File: src/include/servo_seq_pkg.sv
package servo_seq_pkg;
  // Clock rate and the 10 ms unit used by the delay and timeout settings.
  localparam int unsigned CLK_HZ = 200_000_000;
  localparam int unsigned TICK_MS = 10;
  localparam int unsigned TICK_CYC = CLK_HZ / 1000 * TICK_MS;
  localparam int unsigned PRE_W = 22;

  // Register byte offsets.
  localparam logic [5:0] OFS_ZERO_LVL = 6'h00;
  localparam logic [5:0] OFS_CONTROL = 6'h04;
  localparam logic [5:0] OFS_OFF_DELAY = 6'h08;
  localparam logic [5:0] OFS_BRK_SPD = 6'h0C;
  localparam logic [5:0] OFS_BRK_TMO = 6'h10;
  localparam logic [5:0] OFS_STATUS = 6'h14;
  localparam logic [5:0] OFS_PANEL_CLR = 6'h18;

  // Field positions in the control and status registers.
  localparam int unsigned POS_METHOD = 0;
  localparam int unsigned POS_ALLOC = 4;
  localparam int unsigned POS_ROUTE = 8;
  localparam int unsigned POS_MOTOR = 0;
  localparam int unsigned POS_BRAKE = 1;
  localparam int unsigned POS_FAULT = 2;
  localparam int unsigned POS_CLAMP = 3;
  localparam int unsigned POS_CODE = 4;
  localparam int unsigned POS_ENC = 7;

  // Ranges and reset values of the settings.
  localparam logic [13:0] SPD_MAX = 14'h2710;
  localparam logic [13:0] ZERO_LVL_RST = 14'h000A;
  localparam logic [3:0] METHOD_SPEED = 4'h0;
  localparam logic [3:0] METHOD_CLAMP = 4'hA;
  localparam logic [3:0] METHOD_RST = 4'h0;
  localparam logic ALLOC_RST = 1'b0;
  localparam logic [1:0] ROUTE_RST = 2'h0;
  localparam logic [13:0] DELAY_MAX = 14'h0032;
  localparam logic [5:0] DELAY_RST = 6'h00;
  localparam logic [13:0] BRK_SPD_RST = 14'h0064;
  localparam logic [13:0] TMO_MAX = 14'h0064;
  localparam logic [6:0] TMO_RST = 7'h32;

  typedef struct packed {
    logic [5:0] address;
    logic read;
    logic write;
    logic [31:0] writedata;
  } avmm_req_t;

  typedef struct packed {
    logic [31:0] readdata;
    logic waitrequest;
  } avmm_rsp_t;

  typedef struct packed {
    logic valid;
    logic [2:0] code;
    logic encoder;
  } fault_req_t;

  typedef enum logic [1:0] {SV_RUN, SV_HOLD, SV_COAST, SV_OFF} servo_st_t;
endpackage

File: src/rtl/tick_timer.sv
`timescale 1ns/1ps
module tick_timer #(
  parameter int unsigned TICK_CYC = servo_seq_pkg::TICK_CYC
) (
  input wire logic sys_clk_i,
  input wire logic reset_n_i,
  input wire logic start_i,
  input wire logic [6:0] units_i,
  output logic expired_o
);
  import servo_seq_pkg::*;

  typedef struct packed {
    logic [PRE_W-1:0] pre;
    logic [6:0] cnt;
    logic run;
    logic exp;
  } tmr_t;

  localparam logic [PRE_W-1:0] PRE_LAST = PRE_W'(TICK_CYC - 1);
  tmr_t q, d;

  always_comb begin
    d = q;
    if (start_i) begin
      d.pre = '0;
      d.cnt = units_i;
      d.run = (units_i != 7'h00);
      d.exp = (units_i == 7'h00);
    end else if (q.run) begin
      if (q.pre == PRE_LAST) begin
        d.pre = '0;
        d.cnt = q.cnt - 7'h01;
        if (q.cnt == 7'h01) begin
          d.run = 1'b0;
          d.exp = 1'b1;
        end
      end else begin
        d.pre = q.pre + PRE_W'(1);
      end
    end
  end

  always_ff @(posedge sys_clk_i) begin
    if (!reset_n_i) begin
      q <= '0;
    end else begin
      q <= d;
    end
  end

  assign expired_o = q.exp;
endmodule // tick_timer

File: src/rtl/fault_latch.sv
`timescale 1ns/1ps
module fault_latch (
  input wire logic sys_clk_i,
  input wire logic reset_n_i,
  input wire servo_seq_pkg::fault_req_t req_i,
  input wire logic clear_i,
  output logic active_o,
  output logic [2:0] code_o,
  output logic encoder_o
);
  import servo_seq_pkg::*;

  typedef struct packed {
    logic active;
    logic [2:0] code;
    logic enc;
  } fault_t;

  fault_t q, d;

  // A new fault in the clear cycle wins, so no event is lost.
  always_comb begin
    d = q;
    if (req_i.valid) begin
      d.active = 1'b1;
      d.enc = q.enc | req_i.encoder;
      if (!q.active) begin
        d.code = req_i.code;
        d.enc = req_i.encoder;
      end
    end else if (clear_i && !q.enc) begin
      d = '0;
    end
  end

  // Control power loss is the reset, which drops every latched fault.
  always_ff @(posedge sys_clk_i) begin
    if (!reset_n_i) begin
      q <= '0;
    end else begin
      q <= d;
    end
  end

  assign active_o = q.active;
  assign code_o = q.code;
  assign encoder_o = q.enc;
endmodule // fault_latch

File: src/rtl/servo_stop_brake_alarm_sequencer.sv
// What this block does
// Zero clamp level 0 to 10000, default 10.
// Clamp level limited to motor maximum speed.
// Clamp needs method A, input, low reference.
// Allocated clamp input also works in method 0.
// Brake pin low releases, high applies.
// Route field 0 none, 1 to 3 circuits.
// Shared output circuit is OR of functions.
// Stopped servo off waits delay before cut.
// Zero delay cuts with brake apply.
// Alarm cuts motor output at once.
// Brake speed threshold 0 to 10000, default 100.
// Brake timeout 0 to 100 units, default 50.
// Moving stop applies brake at slow or timeout.
// Brake threshold limited to motor maximum speed.
// Fault pin low normal, high on alarm.
// Three code lines show fault type.
// Reset input clears latched fault.
// Power loss clears all latched faults.
// Encoder faults ignore the reset input.
// Panel clear acts like the reset input.
// Outside circuit turns amplifier off on fault.
// Servo off on input, alarm or power loss.
// Speed compares use magnitude only.
`timescale 1ns/1ps
module servo_stop_brake_alarm_sequencer #(
  parameter int unsigned TICK_CYC = servo_seq_pkg::TICK_CYC
) (
  input wire logic sys_clk_i,
  input wire logic reset_n_i,
  input wire servo_seq_pkg::avmm_req_t avmm_i,
  output servo_seq_pkg::avmm_rsp_t avmm_o,
  input wire logic servo_on_i,
  input wire logic power_fail_i,
  input wire logic signed [15:0] speed_ref_i,
  input wire logic signed [15:0] motor_speed_i,
  input wire logic [13:0] max_speed_i,
  input wire logic zero_hold_input_n_i,
  input wire logic fault_clear_input_i,
  input wire servo_seq_pkg::fault_req_t fault_req_i,
  input wire logic [2:0] other_func_i,
  output logic zero_hold_o,
  output logic motor_enable_o,
  output logic brake_release_out_o,
  output logic [2:0] out_circuit_o,
  output logic servo_fault_out_o,
  output logic [2:0] fault_code_o
);
  import servo_seq_pkg::*;

  typedef struct packed {
    logic [13:0] zero_lvl;
    logic [3:0] method;
    logic alloc;
    logic [1:0] route;
    logic [5:0] delay;
    logic [13:0] bspd;
    logic [6:0] btmo;
    servo_st_t st;
    logic ack;
    logic [31:0] rdata;
    logic panel_clr;
    logic start;
    logic [6:0] units;
    logic zero_hold;
    logic motor_en;
    logic brake_rel;
    logic [2:0] circ;
  } seq_t;

  localparam seq_t SEQ_RST = '{
    zero_lvl: ZERO_LVL_RST,
    method: METHOD_RST,
    alloc: ALLOC_RST,
    route: ROUTE_RST,
    delay: DELAY_RST,
    bspd: BRK_SPD_RST,
    btmo: TMO_RST,
    st: SV_OFF,
    ack: 1'b0,
    rdata: 32'h0000_0000,
    panel_clr: 1'b0,
    start: 1'b0,
    units: 7'h00,
    zero_hold: 1'b0,
    motor_en: 1'b0,
    brake_rel: 1'b0,
    circ: 3'h7
  };

  seq_t q, d;
  logic fault_act;
  logic fault_enc;
  logic [2:0] fault_code;
  logic tmr_exp;
  logic req_any;
  logic off_cause;
  logic slow;
  logic ref_low;

  // Speed magnitude, so both turning directions compare alike.
  function automatic logic [15:0] mag(input logic signed [15:0] v);
    mag = v[15] ? 16'(-v) : 16'(v);
  endfunction

  // A setting above the motor's top speed falls back to that top speed.
  function automatic logic [15:0] eff(input logic [13:0] cfg, input logic [13:0] top);
    eff = {2'b00, (cfg > top) ? top : cfg};
  endfunction

  // Writes above the range saturate rather than wrap.
  function automatic logic [13:0] sat(input logic [31:0] v, input logic [13:0] top);
    sat = (v > {18'h0_0000, top}) ? top : v[13:0];
  endfunction

  assign req_any = avmm_i.read | avmm_i.write;
  assign off_cause = !servo_on_i || fault_act || power_fail_i;
  assign slow = mag(motor_speed_i) < eff(q.bspd, max_speed_i);
  assign ref_low = mag(speed_ref_i) < eff(q.zero_lvl, max_speed_i);

  always_comb begin
    d = q;
    d.start = 1'b0;
    d.units = 7'h00;
    d.panel_clr = 1'b0;
    d.ack = req_any & ~q.ack;
    d.rdata = 32'h0000_0000;
    if (d.ack && avmm_i.read) begin
      case (avmm_i.address)
        OFS_ZERO_LVL: d.rdata = 32'(q.zero_lvl);
        OFS_CONTROL: begin
          d.rdata[POS_METHOD +: 4] = q.method;
          d.rdata[POS_ALLOC] = q.alloc;
          d.rdata[POS_ROUTE +: 2] = q.route;
        end
        OFS_OFF_DELAY: d.rdata = 32'(q.delay);
        OFS_BRK_SPD: d.rdata = 32'(q.bspd);
        OFS_BRK_TMO: d.rdata = 32'(q.btmo);
        OFS_STATUS: begin
          d.rdata[POS_MOTOR] = q.motor_en;
          d.rdata[POS_BRAKE] = q.brake_rel;
          d.rdata[POS_FAULT] = fault_act;
          d.rdata[POS_CLAMP] = q.zero_hold;
          d.rdata[POS_CODE +: 3] = fault_code;
          d.rdata[POS_ENC] = fault_enc;
        end
        default: d.rdata = 32'h0000_0000;
      endcase
    end
    if (q.ack && avmm_i.write) begin
      case (avmm_i.address)
        OFS_ZERO_LVL: d.zero_lvl = sat(avmm_i.writedata, SPD_MAX);
        OFS_CONTROL: begin
          d.method = avmm_i.writedata[POS_METHOD +: 4];
          d.alloc = avmm_i.writedata[POS_ALLOC];
          d.route = avmm_i.writedata[POS_ROUTE +: 2];
        end
        OFS_OFF_DELAY: d.delay = 6'(sat(avmm_i.writedata, DELAY_MAX));
        OFS_BRK_SPD: d.bspd = sat(avmm_i.writedata, SPD_MAX);
        OFS_BRK_TMO: d.btmo = 7'(sat(avmm_i.writedata, TMO_MAX));
        OFS_PANEL_CLR: d.panel_clr = avmm_i.writedata[0];
        default: d.panel_clr = 1'b0;
      endcase
    end

    unique case (q.st)
      SV_RUN: begin
        d.motor_en = 1'b1;
        d.brake_rel = 1'b1;
        if (off_cause) begin
          if (slow) begin
            d.brake_rel = 1'b0;
            if (fault_act || q.delay == 6'h00) begin
              d.motor_en = 1'b0;
              d.st = SV_OFF;
            end else begin
              d.start = 1'b1;
              d.units = 7'(q.delay);
              d.st = SV_HOLD;
            end
          end else begin
            d.motor_en = 1'b0;
            if (q.btmo == 7'h00) begin
              d.brake_rel = 1'b0;
              d.st = SV_OFF;
            end else begin
              d.start = 1'b1;
              d.units = q.btmo;
              d.st = SV_COAST;
            end
          end
        end
      end
      SV_HOLD: begin
        if (fault_act || tmr_exp) begin
          d.motor_en = 1'b0;
          d.st = SV_OFF;
        end
      end
      SV_COAST: begin
        if (slow || tmr_exp) begin
          d.brake_rel = 1'b0;
          d.st = SV_OFF;
        end
      end
      SV_OFF: begin
        d.motor_en = 1'b0;
        d.brake_rel = 1'b0;
        if (!off_cause) begin
          d.motor_en = 1'b1;
          d.brake_rel = 1'b1;
          d.st = SV_RUN;
        end
      end
    endcase

    // The clamp input pin is active low; method 0 joins only when allocated.
    d.zero_hold = !zero_hold_input_n_i && ref_low
      && (q.method == METHOD_CLAMP || (q.alloc && q.method == METHOD_SPEED));

    // Pins are low while a function holds them on.
    for (int i = 0; i < 3; i++) begin
      d.circ[i] = !(other_func_i[i] || (d.brake_rel && q.route == 2'(i + 1)));
    end
  end

  always_ff @(posedge sys_clk_i) begin
    if (!reset_n_i) begin
      q <= SEQ_RST;
    end else begin
      q <= d;
    end
  end

  tick_timer #(
    .TICK_CYC(TICK_CYC)
  ) u_timer (
    .sys_clk_i(sys_clk_i),
    .reset_n_i(reset_n_i),
    .start_i(d.start),
    .units_i(d.units),
    .expired_o(tmr_exp)
  );

  fault_latch u_fault (
    .sys_clk_i(sys_clk_i),
    .reset_n_i(reset_n_i),
    .req_i(fault_req_i),
    .clear_i(fault_clear_input_i | q.panel_clr),
    .active_o(fault_act),
    .code_o(fault_code),
    .encoder_o(fault_enc)
  );

  assign avmm_o.readdata = q.rdata;
  assign avmm_o.waitrequest = req_any & ~q.ack;
  assign zero_hold_o = q.zero_hold;
  assign motor_enable_o = q.motor_en;
  assign brake_release_out_o = !q.brake_rel;
  assign out_circuit_o = q.circ;
  // The fault pin is the latch flop itself, high while a fault is held.
  assign servo_fault_out_o = fault_act;
  assign fault_code_o = fault_code;
endmodule // servo_stop_brake_alarm_sequencer

File: config.mk
export PLATFORM = sky130hd
export DESIGN_NAME = servo_stop_brake_alarm_sequencer
export DESIGN_NICKNAME = d
export VERILOG_FILES = /design/src/include/servo_seq_pkg.sv /design/src/rtl/tick_timer.sv /design/src/rtl/fault_latch.sv /design/src/rtl/servo_stop_brake_alarm_sequencer.sv
export SDC_FILE = /design/constraint.sdc
export NUM_CORES = 1
export LEC_CHECK = 0
export BUFFER_PORTS_ARGS = -buffer_cell sky130_fd_sc_hd__clkbuf_2
export CAP_MARGIN = 20
export CORE_MARGIN = 2
export CORE_UTILIZATION = 60
export CTS_BUF_LIST = sky130_fd_sc_hd__clkbuf_16
export DETAILED_ROUTE_END_ITERATION = 10
export GPL_TIMING_DRIVEN = 0
export PLACE_DENSITY = 0.94
export SLEW_MARGIN = 40
export SYNTH_ARGS = -nofsm -noshare
export SYNTH_HDL_FRONTEND = slang
export SYNTH_HIERARCHICAL = 1
export SYNTH_SLANG_ARGS = --single-unit
File: constraint.sdc
create_clock -name sys_clk_i -period 15.1 [get_ports sys_clk_i]
set_input_delay 0.755 -clock sys_clk_i [delete_from_list [all_inputs] [get_ports sys_clk_i]]
set_output_delay 0.755 -clock sys_clk_i [all_outputs]
set_load 0.02 [all_outputs]
==> results.json, run 1 <==
{
  "drtIter0Drc": 808,
  "min_period_over_period_pct": 38.19,
  "final_common_cell": "clkbuf_2",
  "synth_cells": 954,
  "antenna_cells": 0,
  "p_switching_mw": 0.2025,
  "nets": 1267,
  "place.gp.congestion": 0.9954,
  "track_usage_pct": 30.30,
  "layout.cells.most_common_list": "clkbuf_2, dfxtp_1, nand2_1",
  "busiest_layer": "met2",
  "worstMarginPinSlew_ns": 0.7222,
  "dieWidth_um": 118.7,
  "rows": 41,
  "wl_um": 21620,
  "n_fill_cell": 1016,
  "grt_use_met1_pct": 38.83,
  "io_pins": 143,
  "vias_per_cell": 6.117,
  "clockBufferDepth": 2,
  "drc": 0,
  "die_y_um": 118.7,
  "clock-skew-final_ns": 0.01045,
  "cts-hold-fix-buffers": 0,
  "initial_utilization_pct": 62.00,
  "drive_gt1_share_pct": 20.43,
  "slowest_delay_ns": 0.58,
  "ant_nets": 0,
  "wl_per_cell_um": 16.91,
  "grt_util_met3_pct": 7.239,
  "cts_setup_buffers": 0,
  "synth_enable_flop_cells": 0,
  "grt_pass1_wl_um": 34720,
  "antenna_found_initial": 0,
  "setup_viol": 0,
  "synth-seq-cells": 108,
  "placed_cell_area_um2": 8775,
  "use_met2_pct": 48.64,
  "status": "completed",
  "ys_seq_area_share_pct": 27.41,
  "start_kind": "input port",
  "tns_ns": 0,
  "final_cell_area_um2": 9031,
  "leakage_nw": 3.795,
  "netlist_area_um2": 7888,
  "period_minus_slack_ns": 5.767,
  "cts_buffers": 9,
  "yosys-top-cells-area": "dfxtp_1, ha_1, nand2_1",
  "grt_pass1_vias": 7322,
  "critPathArrivalTime_ns": 5.99,
  "power_density_nw_per_um2": 74.04,
  "critical_path_class": "input port to register",
  "yosys.area.top_type_share_pct": 27.41,
  "switching_share_pct": 30.28,
  "worstPathMaxFanout": 10,
  "hold_viol": 0,
  "final_util_pct": 70.99,
  "slew_headroom_pct": 51.68,
  "synthDistinctLibCells": 87,
  "synth_top_cell_by_area": "dfxtp_1",
  "cts_htree_levels": 3,
  "crit_path_end_kind": "register",
  "clk_pin_slew_ns": 0.06,
  "grt_max_degree": 17,
  "grt_overflow": 0,
  "cp.required_ns": 15.33,
  "p_seq_share_pct": 45.0,
  "hold_ws_ns": 0.4925,
  "dr.pass1.iters": 5,
  "pwr-share-comb_pct": 22.9,
  "hpwl_um": 16850,
  "async_reset_ff_share_pct": 0,
  "vdd_drop_max_uv": 63.20,
  "cts-root-buf": "clkbuf_16",
  "p_clk_share_pct": 32.1,
  "critPathSlowestCell": "clkbuf_1",
  "core_area_um2": 12720,
  "max_freq_mhz": 173.4,
  "cts_resized": 0,
  "synth_ff_type": "dfxtp_1",
  "final_max_slew_viol_count": 0,
  "syn_to_final_growth_pct": 14.50,
  "worst_path_most_repeated_cell": "a21oi_1",
  "port_buffers": 121,
  "cts_tree": "done",
  "die_area_um2": 14080,
  "avgSynthCellArea_um2": 8.268,
  "cts_sinks": 108,
  "ys.warnings.count": 6,
  "hold_class": "register to register",
  "vias": 7818,
  "maxCapViolations": 0,
  "clk-insertion-delay-late_ns": 0.35,
  "rsz0062_at_grt": "no",
  "p_int_mw": 0.4661
}
## worst max-delay path: cells and delay by family
| kind | cells | cell delay (ns) |
|---|---|---|
| fa+ha+maj | 2 | 0.57 |
| mux | 1 | 0.28 |
| compound gates | 9 | 1.68 |
| buf+inv | 7 | 1.65 |
| simple gates | 6 | 1.06 |
## sequential cells by signal, indices dropped and copies added (netlist names)
signal             count
q                     53
u_timer/q             30
avmm_o                14
out_circuit_o          3
u_fault/code_o         3
motor_enable_o         1
u_fault/active_o       1
u_fault/encoder_o      1
u_timer/expired_o      1
zero_hold_o            1
## power by group through the flow
stage	clock [mW]	sequential, mW	combinational (mW)
final	0.214	0.301	0.153
after global routing	0.227	0.302	0.169
after CTS	0.215	0.301	0.151
after detailed placement	0	0.307	0.149
after global placement	0	0.307	0.144
after floorplan	0	0.306	0.102
## cell families after synthesis
logic type / count (synthesis) / share of synthesized area (%)
AO/OA/AOI/OAI: 224 / 19.86
XOR/XNOR: 34 / 3.775
adder cells (fa/ha/maj): 64 / 10.15
buffers and inverters: 116 / 7.551
flip-flops: 108 / 27.41
multiplexers: 45 / 6.678
other: 1 / 0.04754
AND/OR/NAND/NOR: 362 / 24.52
## Yosys cell counts, drive strengths merged, types with 4 or more instances
| cell | instances |
|---|---|
| or3 | 14 |
| nor3b | 5 |
| a32oi | 4 |
| a21boi | 12 |
| and4 | 6 |
| xnor2 | 29 |
| a21oi | 48 |
| o21a | 5 |
| o221a | 6 |
| nor2b | 33 |
| nor2 | 76 |
| and2 | 8 |
| mux2i | 32 |
| o211a | 11 |
| mux2 | 8 |
| nand2 | 94 |
| or2 | 5 |
| o211ai | 8 |
| or4 | 13 |
| xor2 | 5 |
| inv | 40 |
| nand2b | 15 |
| nand4 | 14 |
| a21o | 5 |
| and3 | 6 |
| clkbuf | 32 |
| nor3 | 9 |
| o21ai | 46 |
| nor4 | 20 |
| dfxtp | 108 |
| a31oi | 6 |
| a22oi | 17 |
| o41ai | 6 |
| buf | 44 |
| a211oi | 10 |
| ha | 64 |
| mux4 | 5 |
| o31ai | 15 |
| nand3 | 33 |
## worst paths after layout
path,from,to,slack (ns),cells past startpoint
max,max_speed_i[13],u_timer/q[29],9.33,25
max reg2reg,q[69],u_timer/q[29],9.54,23
min,u_timer/q[30],u_timer/q[30],0.49,2
min reg2reg,u_timer/q[30],u_timer/q[30],0.49,2
## layer usage
metal / wire (um) / share of wire [%]
met4: 860 / 4.0
met2: 9775 / 45
met1: 8927 / 41
met5: 0 / 0
met3: 2053 / 9.5
## area by class of cell
cell class	instances	area [um2]	area share, %
clock buffers	9	225.2	2.494
flip-flops and latches	108	2162	23.94
multi-input cells	747	5196	57.54
repair buffers	121	605.6	6.705
plain buffers	76	445.4	4.932
inverters	40	150.1	1.663
clock inverters	5	31.28	0.3464
well taps	172	215.2	2.383
## metrics by stage
stage | total power, mW | std cells | setup slack (ns)
after floorplan | 0.4082 | 971 | 9.820
after global placement | 0.4509 | 1264 | 9.066
after detailed placement | 0.4564 | 1264 | 9.038
after CTS | 0.6672 | 1278 | 9.393
after global routing | 0.6985 | 1278 | 8.898
final | 0.6686 | 1278 | 9.333
No activity file was read; power rests on OpenSTA's default activity.
==> run 2, diff against run 1 <==
CORE_UTILIZATION = 57   (was 60)
PLACE_DENSITY = 0.9   (was 0.94)
clock period = 5.89 ns   (was 15.1 ns; I/O delays follow)
==> run 2 against run 1 <==
  * Hold slack worse by 0.38 ns
  * Cell area increased by 0.18%
  * Global-route usage fell by 1.2 points
  * Register-to-register slack worse by 9.1 ns
  * Critical path depth is 1 lower
==> results.json, run 2 (synthesis gave the netlist of run 1 again) <==
{
  "status": "completed",
  "setup_viol": 0,
  "track_usage_pct": 29.12,
  "critical_path_class": "register to register",
  "cts_tree": "done",
  "layout.cells.most_common_list": "clkbuf_2, dfxtp_1, nand2_1",
  "place.gp.congestion": 0.9592,
  "hold_class": "input port to register",
  "regArea_um2": 2162,
  "largest_reg_flops": 53,
  "regMostFlops": "q",
  "cts_buffers": 9,
  "clk-insertion-delay-late_ns": 0.36,
  "dr.pass1.iters": 5,
  "clk_pin_slew_ns": 0.07,
  "port_buffers": 121,
  "cts-root-buf": "clkbuf_16",
  "wl_per_cell_um": 16.79,
  "final_common_cell": "clkbuf_2",
  "slew_headroom_pct": 49.77,
  "vdd_drop_max_uv": 167.1,
  "dieWidth_um": 121.6,
  "antenna_cells": 0,
  "min_period_over_period_pct": 91.90,
  "cts-hold-fix-buffers": 0,
  "hold_viol": 0,
  "rsz0062_at_grt": "no",
  "die_area_um2": 14800,
  "rows": 42,
  "final_max_slew_viol_count": 0,
  "critPathArrivalTime_ns": 5.66,
  "worstMarginPinSlew_ns": 0.7535,
  "initial_utilization_pct": 58.86,
  "fin_ws_ns": 0.4770,
  "cts_setup_buffers": 0,
  "max_freq_mhz": 184.7,
  "vias_per_cell": 6.016,
  "grt_overflow": 0,
  "drtIter0Drc": 794,
  "finalPower_mw": 1.727,
  "n_fill_cell": 1135,
  "maxCapViolations": 0,
  "placed_cells_incl_taps": 1268,
  "leakage_nw": 3.799,
  "core_area_um2": 13400,
  "worstPathMaxFanout": 10,
  "cts_htree_levels": 3,
  "multi_input_area_um2": 5196,
  "drive_gt1_share_pct": 20.42,
  "antenna_found_initial": 0,
  "grt_pass1_vias": 7075,
  "dp_slack_ns": 0.2444,
  "die_y_um": 121.6,
  "hpwl_um": 17040,
  "grt_pass1_wl_um": 34240,
  "final_cells": 1283,
  "clockBufferDepth": 2,
  "tns_ns": 0,
  "nets": 1267,
  "period_minus_slack_ns": 5.413,
  "clock-skew-final_ns": 0.009874,
  "hold_ws_ns": 0.1164,
  "start_kind": "register",
  "grt_max_degree": 18,
  "crit_path_end_kind": "register",
  "cp.required_ns": 6.13,
  "vias": 7719,
  "power_density_nw_per_um2": 190.8,
  "drc": 0,
  "wl_um": 21540,
  "io_pins": 143,
  "syn_to_final_growth_pct": 14.70,
  "cts_sinks": 108,
  "ant_nets": 0
}
==> run 2: changes by cell type in the layout (fill, tap and decap cells not counted), sizes merged <==
cell	before	now
inv	40	41
==> run 2: power by group <==
group / switching [mW] / total (mW) / internal (mW)
Combinational: 0.228 / 0.391 / 0.164
Clock: 0.278 / 0.563 / 0.285
Sequential: 0.0223 / 0.773 / 0.751
Total: 0.528 / 1.73 / 1.20
==> run 2: cell type report <==
type / instances / area share [%]
multi-input cells: 747 / 57.43
repair buffers: 121 / 6.693
clock inverters: 6 / 0.4564
well taps: 176 / 2.434
plain buffers: 76 / 4.937
flip-flops and latches: 108 / 23.90
clock buffers: 9 / 2.489
inverters: 40 / 1.660
==> run 2: stage by stage <==
| stage | instance area, um2 | utilization [%] |
|---|---|---|
| floorplan | 7951 | - |
| global placement | 8777 | 65.50 |
| detailed placement | 8780 | 65.52 |
| CTS | 9046 | 67.51 |
| global route | 9047 | 67.52 |
| finish | 9047 | 67.52 |
==> run 2: path summary, 6_finish.rpt <==
path / start / cells after the start / to / slack (ns)
worst min-delay path: other_func_i[2] / 2 / out_circuit_o[2] / 0.12
worst max-delay path: q[66] / 24 / u_timer/q[20] / 0.48
worst max register to register: q[66] / 24 / u_timer/q[20] / 0.48
worst min register to register: u_timer/q[30] / 2 / u_timer/q[30] / 0.49
==> run 2: metal layers <==
layer  vias to the layer above  GRT usage (%)  wire length [um]  part of all wire [%]
met1                      3547          38.21              9211                    43
met4                         0          12.86               747                   3.5
met3                        60          5.243              1812                   8.4
li1                       3729              -                 -                     -
met5                         -              0                 0                     0
met2                       383          46.95              9767                    45
==> run 2: repair_timing <==
item / in CTS / in global routing
hold endpoints to repair: 0 / 0
endpoints found under the setup margin: 0 / 10
gates resized for setup: 0 / 2
==> run 2: worst max-delay path, cell delays in order (launching register included) <==
cell and delay, ns:
dfxtp_1 0.37, ha_1 0.31, nand2_1 0.08, o21ai_0 0.22
a21oi_1 0.16, a21boi_0 0.15, a21oi_1 0.40, clkbuf_2 0.39
mux2i_1 0.24, ha_1 0.27, a21oi_1 0.13, nor2b_1 0.06
o21ai_0 0.14, a21oi_1 0.09, a211oi_1 0.36, and3_4 0.30
buf_8 0.15, nand2_1 0.06, a21oi_1 0.12, clkbuf_1 0.32
inv_1 0.10, nand2_1 0.20, o21bai_2 0.27, buf_2 0.32
nor2_1 0.07
